$ cat src/wwdcm_pkg.sv
// package for the window watchdog and clock monitor block
// assumes one 50 MHz clock and a plain address/strobe register port
package wwdcm_pkg;
    // register map
    localparam logic [3:0] WWDCM_ADDR_SERVICE = 4'h0;
    localparam logic [3:0] WWDCM_ADDR_STATUS = 4'h1;
    // service register layout
    localparam int WWDCM_WIN_HI = 7;
    localparam int WWDCM_WIN_LO = 6;
    localparam int WWDCM_KEY_HI = 5;
    localparam int WWDCM_KEY_LO = 1;
    localparam int WWDCM_MON_BIT = 0;
    localparam logic [4:0] WWDCM_KEY = 5'h0C;
    localparam logic [1:0] WWDCM_WIN_RESET = 2'h3;
    localparam logic WWDCM_MON_RESET = 1'b1;
    // window limits in timebase clocks
    localparam logic [16:0] WWDCM_LOWER_LIMIT = 17'h00800;
    localparam logic [16:0] WWDCM_UPPER_8K = 17'h02000;
    // fault stretch after the pin falls: 16 to 32 clocks, we use 24
    localparam logic [5:0] WWDCM_STRETCH = 6'h18;
    // clock monitor: a gap of 2 ms between cycle ticks is 500 Hz, above
    // 10 Hz and below 5 kHz
    localparam int WWDCM_MON_GAP_US = 2000;
    localparam int WWDCM_CLK_MHZ = 50;
    localparam int WWDCM_MON_GAP_CYC = WWDCM_MON_GAP_US * WWDCM_CLK_MHZ;

    typedef enum {
        WWDCM_IDLE_ST,
        WWDCM_PULL_ST,
        WWDCM_STRETCH_ST,
        WWDCM_WAIT_HIGH_ST
    } wwdcm_fault_t;

    typedef struct packed {
        logic halt;
        logic idle;
        logic boot_rom;
    } wwdcm_power_t;
endpackage : wwdcm_pkg

$ cat src/wwdcm_top.sv
// window watchdog with keyed service register and clock monitor
// assumes all inputs synchronous to clock; the pin wire is resolved outside
`timescale 1ns/1ns

// Functional notes
// watchdog active only while option bit 2 is zero; pin pulled up idle.
// both detectors held inactive while reset is asserted.
// after reset window select is 11 and monitor enabled, watchdog armed.
// window select 00..11 gives 8k,16k,32k,64k upper; lower fixed 2048.
// service bit 0 disables (0) or enables (1) the clock monitor.
// first keyed write fixes window and monitor enable until reset.
// first service write with wrong key is a watchdog error.
// later writes must match all fields; match restarts, mismatch errors.
// no valid service before upper limit raises a watchdog error.
// service before lower limit since restart is an error.
// first service after reset may come any time, no lower-limit error.
// boot ROM entry suppresses lower limit and services; return services.
// on error drive pin low, then 16-32 cycles after it reads low, release.
// window restarts when the pin returns high after an error.
// service writes while the fault is asserted are ignored.
// slow clock holds the pin low; release 16-32 cycles after recovery.
// never reject 5 kHz or faster; always reject below 10 Hz.
// reads return zeros in the key field.
// timeout detector inhibited in halt and idle.
// clock monitor stays active in halt and idle.
// leaving halt reloads window; leaving idle performs a hardware service.
// service register: window bits 7:6, key bits 5:1, monitor bit 0.
// all window limits counted in idle timebase clocks.
// a valid service clears the window counter.
module wwdcm_top #(
    parameter int MON_GAP_CYC = wwdcm_pkg::WWDCM_MON_GAP_CYC
) (
    // clock and reset
    input wire logic clock,
    input wire logic reset_n,
    // register port
    input wire logic [3:0] reg_addr,
    input wire logic [7:0] reg_wdata,
    input wire logic reg_write,
    input wire logic reg_read,
    output logic [7:0] reg_rdata,
    // timing and core status
    input wire logic option_wd_disable,
    input wire logic idle_timebase,
    input wire logic instruction_cycle,
    input wire wwdcm_pkg::wwdcm_power_t power_mode,
    // fault pin, open drain
    input wire logic fault_pin_in,
    output logic fault_pin_out,
    output logic fault_pin_oe,
    output logic fault_out
);
    import wwdcm_pkg::*;

    initial begin
        if (MON_GAP_CYC < 2)
        begin
            $error("MON_GAP_CYC too small");
        end
        if (WWDCM_STRETCH < 6'h10 || WWDCM_STRETCH > 6'h20)
        begin
            $error("fault stretch outside 16 to 32 clocks");
        end
    end

    function automatic logic [16:0] upper_limit(input logic [1:0] sel);
        upper_limit = WWDCM_UPPER_8K << sel;
    endfunction : upper_limit

    // true when the key field of a written value carries the fixed key
    function automatic logic key_ok(input logic [7:0] value);
        key_ok = value[WWDCM_KEY_HI:WWDCM_KEY_LO] == WWDCM_KEY;
    endfunction : key_ok

    // ----------------------------------------------------------------
    // service register
    // ----------------------------------------------------------------
    logic [1:0] win_q;
    logic mon_en_q;
    logic configured_q;
    logic first_done_q;
    logic wd_active;
    logic fault_busy;
    logic svc_write;
    logic svc_match;
    logic svc_error;
    logic svc_valid;
    logic too_early;
    logic lower_en_q;
    logic [16:0] count_q;
    logic hw_service;
    logic timeout;
    logic wd_error;
    logic mon_fail_q;
    wwdcm_power_t power_q;
    wwdcm_fault_t state_q;
    logic boot_edge;
    logic idle_exit;
    logic halt_exit;
    logic restart;
    logic counting;
    logic fault_d;

    assign wd_active = ~option_wd_disable;
    // writes during any fault, monitor faults included, are dropped
    assign svc_write = reg_write && reg_addr == WWDCM_ADDR_SERVICE &&
        wd_active && !fault_busy && !fault_out;
    assign svc_match = key_ok(reg_wdata) &&
        reg_wdata[WWDCM_WIN_HI:WWDCM_WIN_LO] == win_q &&
        reg_wdata[WWDCM_MON_BIT] == mon_en_q;
    assign too_early = first_done_q && lower_en_q &&
        count_q < WWDCM_LOWER_LIMIT;
    assign svc_error = svc_write && (too_early ||
        (configured_q ? !svc_match : !key_ok(reg_wdata)));
    assign svc_valid = svc_write && !svc_error;

    // the first keyed write fixes window and monitor enable until reset

    always_ff @(posedge clock or negedge reset_n)
    begin
        if (!reset_n)
        begin
            win_q <= WWDCM_WIN_RESET;
            mon_en_q <= WWDCM_MON_RESET;
            configured_q <= 1'b0;
        end
        else if (svc_valid && !configured_q)
        begin
            win_q <= reg_wdata[WWDCM_WIN_HI:WWDCM_WIN_LO];
            mon_en_q <= reg_wdata[WWDCM_MON_BIT];
            configured_q <= 1'b1;
        end
    end

    always_ff @(posedge clock or negedge reset_n)
    begin
        if (!reset_n)
        begin
            first_done_q <= 1'b0;
        end
        else if (svc_write)
        begin
            first_done_q <= 1'b1;
        end
    end

    // ----------------------------------------------------------------
    // read port
    // ----------------------------------------------------------------
    // the key field always reads back as zeros
    always_ff @(posedge clock or negedge reset_n)
    begin
        if (!reset_n)
        begin
            reg_rdata <= 8'h00;
        end
        else if (reg_read)
        begin
            case (reg_addr)
                WWDCM_ADDR_SERVICE: reg_rdata <= {win_q, 5'h00, mon_en_q};
                WWDCM_ADDR_STATUS: reg_rdata <= {4'h0, mon_fail_q, fault_busy,
                    configured_q, lower_en_q};
                default: reg_rdata <= 8'h00;
            endcase
        end
        else
        begin
            reg_rdata <= 8'h00;
        end
    end

    // ----------------------------------------------------------------
    // power mode edges
    // ----------------------------------------------------------------
    always_ff @(posedge clock or negedge reset_n)
    begin
        if (!reset_n)
        begin
            power_q <= '0;
        end
        else
        begin
            power_q <= power_mode;
        end
    end

    // boot ROM edges, idle exit and halt exit all act as a service
    assign boot_edge = power_mode.boot_rom != power_q.boot_rom;
    assign idle_exit = power_q.idle && !power_mode.idle;
    assign halt_exit = power_q.halt && !power_mode.halt;
    assign hw_service = boot_edge || idle_exit || halt_exit;

    // ----------------------------------------------------------------
    // window counter
    // ----------------------------------------------------------------

    always_ff @(posedge clock or negedge reset_n)
    begin
        if (!reset_n)
        begin
            lower_en_q <= 1'b1;
        end
        else if (boot_edge)
        begin
            lower_en_q <= !power_mode.boot_rom;
        end
    end

    assign timeout = wd_active && !power_mode.halt && !power_mode.idle &&
        count_q >= upper_limit(win_q);

    // the window restarts once the pin reads high again after an error
    assign restart = state_q == WWDCM_WAIT_HIGH_ST && fault_pin_in;
    // the count sleeps in halt and idle and while the pin sequence runs
    assign counting = idle_timebase && state_q == WWDCM_IDLE_ST &&
        !power_mode.halt && !power_mode.idle;

    always_ff @(posedge clock or negedge reset_n)
    begin
        if (!reset_n)
        begin
            count_q <= 17'h00000;
        end
        else if (svc_valid || hw_service || restart)
        begin
            count_q <= 17'h00000;
        end
        else if (counting && count_q < upper_limit(win_q))
        begin
            count_q <= count_q + 17'h00001;
        end
    end

    // ----------------------------------------------------------------
    // error collection
    // ----------------------------------------------------------------
    assign wd_error = svc_error || timeout;

    // ----------------------------------------------------------------
    // clock monitor
    // ----------------------------------------------------------------
    // a cycle tick clears the gap; a gap too long flags a slow clock
    logic [31:0] gap_q;

    always_ff @(posedge clock or negedge reset_n)
    begin
        if (!reset_n)
        begin
            gap_q <= 32'h00000000;
            mon_fail_q <= 1'b0;
        end
        else if (instruction_cycle || !mon_en_q || !wd_active)
        begin
            gap_q <= 32'h00000000;
            mon_fail_q <= 1'b0;
        end
        else if (gap_q >= 32'(MON_GAP_CYC - 1))
        begin
            mon_fail_q <= 1'b1;
        end
        else
        begin
            gap_q <= gap_q + 32'h00000001;
        end
    end

    // ----------------------------------------------------------------
    // fault output sequencer
    // ----------------------------------------------------------------
    logic [5:0] stretch_q;

    always_ff @(posedge clock or negedge reset_n)
    begin
        if (!reset_n)
        begin
            state_q <= WWDCM_IDLE_ST;
            stretch_q <= 6'h00;
        end
        else
        begin
            case (state_q)
                WWDCM_IDLE_ST:
                begin
                    if (wd_error)
                    begin
                        state_q <= WWDCM_PULL_ST;
                    end
                end
                WWDCM_PULL_ST:
                begin
                    stretch_q <= 6'h00;
                    if (!fault_pin_in)
                    begin
                        state_q <= WWDCM_STRETCH_ST;
                    end
                end
                WWDCM_STRETCH_ST:
                begin
                    stretch_q <= stretch_q + 6'h01;
                    if (stretch_q == WWDCM_STRETCH - 6'h01)
                    begin
                        state_q <= WWDCM_WAIT_HIGH_ST;
                    end
                end
                WWDCM_WAIT_HIGH_ST:
                begin
                    if (fault_pin_in)
                    begin
                        state_q <= WWDCM_IDLE_ST;
                    end
                end
                default: state_q <= WWDCM_IDLE_ST;
            endcase
        end
    end

    // monitor release stretch after recovery
    logic [5:0] mon_hold_q;

    always_ff @(posedge clock or negedge reset_n)
    begin
        if (!reset_n)
        begin
            mon_hold_q <= 6'h00;
        end
        else if (mon_fail_q)
        begin
            mon_hold_q <= WWDCM_STRETCH;
        end
        else if (mon_hold_q != 6'h00)
        begin
            mon_hold_q <= mon_hold_q - 6'h01;
        end
    end

    assign fault_busy = state_q != WWDCM_IDLE_ST;

    // pull the line while the sequencer holds it, on a fresh error, or
    // while the monitor flags a slow clock or its release hold runs
    always_comb
    begin
        fault_d = 1'b0;
        if (wd_active)
        begin
            case (state_q)
                WWDCM_PULL_ST: fault_d = 1'b1;
                WWDCM_STRETCH_ST: fault_d = 1'b1;
                WWDCM_IDLE_ST: fault_d = wd_error;
                default: fault_d = 1'b0;
            endcase
            if (mon_fail_q || mon_hold_q != 6'h00)
            begin
                fault_d = 1'b1;
            end
        end
    end

    always_ff @(posedge clock or negedge reset_n)
    begin
        if (!reset_n)
        begin
            fault_out <= 1'b0;
        end
        else
        begin
            fault_out <= fault_d;
        end
    end

    assign fault_pin_out = 1'b0;
    assign fault_pin_oe = fault_out;
endmodule : wwdcm_top

$ cat config.mk
export PLATFORM = sky130hd
export DESIGN_NAME = wwdcm_top
export DESIGN_NICKNAME = d
export VERILOG_FILES = /design/src/wwdcm_pkg.sv /design/src/wwdcm_top.sv
export SDC_FILE = /design/constraint.sdc
export NUM_CORES = 1
export LEC_CHECK = 0
export CAP_MARGIN = 20
export CELL_PAD_IN_SITES_DETAIL_PLACEMENT = 1
export CELL_PAD_IN_SITES_GLOBAL_PLACEMENT = 1
export CORE_MARGIN = 2
export CORE_UTILIZATION = 52
export CTS_BUF_LIST = sky130_fd_sc_hd__clkbuf_2
export DETAILED_ROUTE_END_ITERATION = 8
export DONT_BUFFER_PORTS = 1
export PLACE_DENSITY = 0.91
export SLEW_MARGIN = 10
export SYNTH_ARGS = -nofsm -noshare
export SYNTH_HDL_FRONTEND = slang
export SYNTH_SLANG_ARGS = --single-unit
$ cat constraint.sdc
create_clock -name clock -period 3.34 [get_ports clock]
set_clock_uncertainty 0.1 [all_clocks]
set_input_delay 0.668 -clock clock [delete_from_list [all_inputs] [get_ports clock]]
set_output_delay 0.668 -clock clock [all_outputs]
set_load 0.05 [all_outputs]
Yosys cells after proc, flatten, opt, wreduce, memory -nomap -nowiden
Cells that the tools add are included.
{"block": "word_totals", "ff_bits": 112, "inputBits": 23, "out_inout_bits": 11, "word_cells": 112}
{"block": "op_classes", "addsub": 4, "magnitude_cmp": 4, "n_eq_ne": 15, "n_shift": 1, "n_mux": 20, "bitwise": 1, "n_reduce_logical": 51}
{"cell": "$mux 32", "count": 6}
{"cell": "$pmux 32 s4", "count": 1}
{"cell": "$eq 32x2->1 const B", "count": 2}
{"cell": "$logic_not 32->1", "count": 2}
{"cell": "$mux 17", "count": 2}
{"cell": "$add 32x1->32 const B", "count": 1}
{"cell": "$eq 32x1->1 const B", "count": 1}
{"cell": "$eq 32x3->1 const B", "count": 1}
{"cell": "$ge 32x17->1 const B", "count": 1}
{"cell": "$reduce_bool 32->1", "count": 1}
{"cell": "$logic_and 1x1->1", "count": 21}
{"cell": "$add 17x1->17 const B", "count": 1}
{"cell": "$ge 17x17->1", "count": 1}
{"cell": "$lt 17x12->1 const B", "count": 1}
{"cell": "$lt 17x17->1", "count": 1}
{"cell": "$shl 14x2->17 const A", "count": 1}
{"cell": "$pmux 8 s2", "count": 1}
{"cell": "$mux 6", "count": 2}
{"cell": "$pmux 6 s2", "count": 1}
{"cell": "$logic_not 1->1", "count": 10}
{"cell": "$ne 2x2->1 const B", "count": 5}
{"cell": "$logic_or 1x1->1", "count": 9}
{"cell": "$mux 8", "count": 1}
{"cell": "$reduce_bool 2->1", "count": 4}
{"cell": "15 further kinds", "count": 19}

Depth between registers and ports, before layout
{"block": "depth", "ltp_word": 12, "ltp_mapped": 9, "depth_no_buf": 7}

Worst setup path after synthesis
Ideal clock, no wire load.
{"block": "synth_path", "path_type": "register -> register", "from": "register win_q[1]", "to": "register count_q[14]", "setup_time_ps": 81, "t_arrival_ps": 2667, "required_time_ps": 3159, "slack_ps": 492, "path_stages_with_launch": 10, "path_buffers": 2, "synth_period_minus_slack_ps": 2848, "path_cell_list": "dfstp_2 > nand2b_1 > ha_1 > or3_1 > o22a_1 > buf_6 > or4_1 > buf_2 > or4_1 > a21oi_1"}
{"block": "synth_via", "elab_chain_len": 12, "word_cells_on_any_way": 16, "cone_classes": "order compare: 1; eq/ne: 1; shift: 1; mux: 2; reduce/logical: 11"}
{"element": "start, declared", "line": "wwdcm_top.sv:78", "rtl": "logic [1:0] win_q;"}
{"element": "start signal, assigned", "line": "wwdcm_top.sv:129", "rtl": "win_q <= reg_wdata[WWDCM_WIN_HI:WWDCM_WIN_LO];"}
{"element": "parallel branches: the longest is 12 deep, another holds $lt 17x17->1"}
{"element": "end signal, assigned", "line": "wwdcm_top.sv:230", "rtl": "count_q <= count_q + 17'h00001;"}
{"element": "end, declared", "line": "wwdcm_top.sv:90", "rtl": "logic [16:0] count_q;"}
Several ways; the timed one is not identified.
A chain may end at the register's enable or synchronous reset.

Worst setup path after layout
{"block": "layout_path", "from": "register win_q[0]", "to": "register count_q[16]"}
Same word-level chain as after synthesis.

==> load_flow_metrics.sql <==
INSERT INTO impl_metrics (metric_group, metric, value, unit) VALUES
('status', 'run_status', 'completed', ''),
('synthesis', 'ys_top_cells_by_count', 'sky130_fd_sc_hd__dfrtp_1 (76), sky130_fd_sc_hd__a21oi_1 (32), sky130_fd_sc_hd__nor2_1 (30)', ''),
('synthesis', 'ys_seq_area_share', '50.3', '%'),
('clock_network', 'buffer_levels_on_the_longest_clock_path', '2', ''),
('route', 'drt_iter0_drc', '136', ''),
('floorplanning', 'core_region_area', '7330', 'um2'),
('placed_design', 'dp_hpwl', '6.52', 'mm'),
('power', 'leakagePower', '1.88', 'nW'),
('job', 'max-cap-violations', '0', ''),
('power', 'ir_drop', '0.449', 'mV'),
('worst_setup_path', 'endpoint_of_the_most_critical_register_to_register_path', 'count_q[16]', ''),
('synthesis', 'ys_ff_latch', '80', ''),
('timing', 'setup-violations-final', '0', ''),
('route', 'via_count', '3071', ''),
('cells_and_area', 'layout.cell_area.non_filler', '4210', 'um2'),
('cells_and_area', 'drive_gt1_share', '8.29', '%'),
('clock_network', 'ctsRootBufferMaster', 'sky130_fd_sc_hd__clkbuf_2', ''),
('synthesis', 'synth_enable_flop_cells', '0', ''),
('timing', 'worstMarginPinSlew', '0.779', 'ns'),
('synthesis', 'synth.cell_area', '3990', 'um2'),
('min_path', 'worstHoldPathCells', '1', ''),
('worst_setup_path', 'number_of_cell_instances_on_the_worst_register_to_register_path', '7', ''),
('route', 'route.antenna.remaining_nets', '0', ''),
('route', 'firstDrtPassIters', '4', ''),
('route', 'route.detailed.drc', '0', ''),
('min_path', 'holdCritStartpoint', 'option_wd_disable', ''),
('timing', 'slew_headroom', '47.4', '%'),
('timing', 'share_of_the_cycle_needed_by_the_critical_path_after_routing', '95.1', '%'),
('placed_design', 'detailed_place.area', '4060', 'um2'),
('worst_setup_path', 'setup.worst_path.class', 'reg2reg', ''),
('worst_setup_path', 'worst_setup_path_end_kind', 'register', ''),
('cells_and_area', 'num_antenna_cells', '0', ''),
('min_path', 'hp-class', 'in2reg', ''),
('synthesis', 'ys.warnings.count', '0', ''),
('cells_and_area', 'finalNetCount', '441', ''),
('clock_network', 'cts_sinks', '80', ''),
('worst_setup_path', 'rr_startpoint', 'win_q[0]', ''),
('route', 'sum_of_routed_wire_length_over_all_layers', '9.23', 'mm'),
('worst_setup_path', 'critical_path.max_fanout', '10', ''),
('global_routing', 'grt_pass1_wl', '15.4', 'mm'),
('worst_setup_path', 'cp.arrival', '3.51', 'ns'),
('timing', 'setup_total_negative_slack', '0', 'ns'),
('global_routing', 'total_routing_usage_gr', '23.5', '%'),
('floorplanning', 'start_util', '54.5', '%'),
('synthesis', 'synth_most_common_cell', 'sky130_fd_sc_hd__dfrtp_1', ''),
('synthesis', 'postSynth.asyncResetShare', '100', '%'),
('placed_design', 'number_of_placed_instances_taps_included', '488', ''),
('worst_setup_path', 'setup.worst_path.start_class', 'register', ''),
('clock_network', 'htree_levels', '3', ''),
('cells_and_area', 'final_cells', '509', ''),
('worst_setup_path', 'r2r_setup_slack', '0.16', 'ns'),
('clock_network', 'cts.clk_slew.worst_paths', '0.20', 'ns'),
('floorplanning', 'row_count', '31', ''),
('route', 'vias_per_cell', '6.03', ''),
('floorplanning', 'die_height', '91.6', 'um'),
('placed_design', 'port-buffer-count', '0', ''),
('global_routing', 'grt_antenna_before_repair', '0', ''),
('placed_design', 'globalplace.congestion', '0.820', ''),
('synthesis', 'syn-instance-count', '402', ''),
('synthesis', 'synth_largest_area_cell', 'sky130_fd_sc_hd__dfrtp_1', ''),
('power', 'p_per_area', '436', 'nW/um2'),
('min_path', 'holdPathEnd', 'fault_out', ''),
('clock_network', 'cts_inserted_buffers', '9', ''),
('global_routing', 'first_global_vias', '3238', ''),
('floorplanning', 'die_width', '91.6', 'um'),
('worst_setup_path', 'required', '3.67', 'ns'),
('synthesis', 'ys.flop_type', 'sky130_fd_sc_hd__dfrtp_1', ''),
('clock_network', 'clkLatencyLatePin', '0.52', 'ns'),
('synthesis', 'avgSynthCellArea', '9.93', 'um2'),
('synthesis', 'number_of_unique_standard_cell_types_used_by_synthesis', '52', ''),
('clock_network', 'tritoncts', 'built', '');
cell families (layout without fill, tap and decap cells):
family,count (synthesis),count (layout),synth area share [%]
flops,80,80,50.3
fa+ha+maj,14,14,4.32
buf+inv,36,42,3.98
mux,9,9,2.38
simple gates,172,172,24.4
compound gates,74,74,11.1
other cells,1,3,0.0939
xor+xnor,16,16,3.51
per-layer routing:
layer | GRT usage [%] | part of all wire, % | routed length (um)
met5 | 0 | 0 | 0
met2 | 40.6 | 53 | 4920
met4 | 7.83 | 1.6 | 152
met3 | 6.33 | 2.9 | 270
met1 | 28.6 | 42 | 3880
repair_timing:
item | 4_1_cts | 5_1_grt
hold buffers | 2 | 3
buffers inserted | 0 | 0
hold endpoints to repair | 80 | 3
gates resized for setup | 0 | 0
stage by stage:
stage	setup WS (ns)	utilization (%)	power, mW	hold WS, ns
2_1_floorplan	0.492	-	1.33	0.272
3_3_place_gp	0.410	55.4	1.38	0.275
3_5_place_dp	0.245	55.4	1.40	0.274
4_1_cts	0.191	57.0	1.85	0.00112
5_1_grt	0.0287	57.4	1.94	0.0588
6_report	0.163	57.4	1.83	0.146
cells in the final DEF (no fill, tap or decap), types with 2 or more instances in the layout:
cell                            instances
sky130_fd_sc_hd__nand3_1               17
sky130_fd_sc_hd__nand2b_1               5
sky130_fd_sc_hd__mux2_2                 4
sky130_fd_sc_hd__xor2_1                 8
sky130_fd_sc_hd__mux2i_1                5
sky130_fd_sc_hd__or4_1                 13
sky130_fd_sc_hd__nand2_1               26
sky130_fd_sc_hd__and2_1                 5
sky130_fd_sc_hd__dfstp_2                4
sky130_fd_sc_hd__o22ai_1                2
sky130_fd_sc_hd__or2_2                  2
sky130_fd_sc_hd__nor4b_1                3
sky130_fd_sc_hd__or3_1                 17
sky130_fd_sc_hd__buf_4                  4
sky130_fd_sc_hd__nor3_1                 8
sky130_fd_sc_hd__dfrtp_1               76
sky130_fd_sc_hd__xnor2_1                8
sky130_fd_sc_hd__dlygate4sd3_1          4
sky130_fd_sc_hd__a21oi_1               32
sky130_fd_sc_hd__nor4_1                 2
sky130_fd_sc_hd__ha_1                  13
sky130_fd_sc_hd__inv_1                 17
sky130_fd_sc_hd__o21ai_0               17
sky130_fd_sc_hd__clkbuf_2              14
sky130_fd_sc_hd__nor2_1                30
sky130_fd_sc_hd__and3_1                20
sky130_fd_sc_hd__o31ai_1                8
sky130_fd_sc_hd__o211ai_1               3
sky130_fd_sc_hd__a211oi_1               2
sky130_fd_sc_hd__nand4_1               12
sky130_fd_sc_hd__and4_1                 3
sky130_fd_sc_hd__nor2b_1                2
sky130_fd_sc_hd__conb_1                 3
worst max-delay path, cell delays in order, from the launching register on:
cell                      delay (ns)
sky130_fd_sc_hd__dfstp_2        0.64
sky130_fd_sc_hd__nand2_1        0.07
sky130_fd_sc_hd__ha_1           0.21
sky130_fd_sc_hd__or3_1          0.38
sky130_fd_sc_hd__o22a_1         0.34
sky130_fd_sc_hd__or4_1          0.70
sky130_fd_sc_hd__or4_1          0.47
sky130_fd_sc_hd__a21oi_1        0.18
registers in the layout (all words and copies together), names as in the netlist:
| register | cells |
|---|---|
| gap_q | 32 |
| count_q | 17 |
| mon_hold_q | 6 |
| reg_rdata | 6 |
| stretch_q | 6 |
| power_q | 3 |
| state_q | 2 |
| win_q | 2 |
| configured_q | 1 |
| fault_out | 1 |
| first_done_q | 1 |
| lower_en_q | 1 |
| mon_en_q | 1 |
| mon_fail_q | 1 |
layout make-up:
| class | count | area [um2] |
|---|---|---|
| well taps | 99 | 124 |
| multi-input cells | 288 | 1840 |
| flip-flops and latches | 80 | 2010 |
| fillers | 838 | 3120 |
| inverters | 17 | 63.8 |
| repair buffers | 9 | 97.6 |
| clock inverters | 2 | 8.76 |
| clock buffers | 14 | 70.1 |
worst max-delay path by stage:
stage / cells past startpoint / to / start
global placement: 7 / count_q[16] / win_q[1]
floorplan: 9 / count_q[14] / win_q[1]
detailed placement: 7 / count_q[16] / win_q[1]
finish: 7 / count_q[16] / win_q[0]
global route: 7 / count_q[16] / win_q[1]
CTS: 7 / count_q[16] / win_q[1]
where the power goes:
part           switching [mW]  total, mW  internal, mW
clock                   0.316      0.427         0.111
combinational           0.234      0.369         0.135
sequential             0.0313       1.04          1.01
No activity file was read; power rests on OpenSTA's default activity.
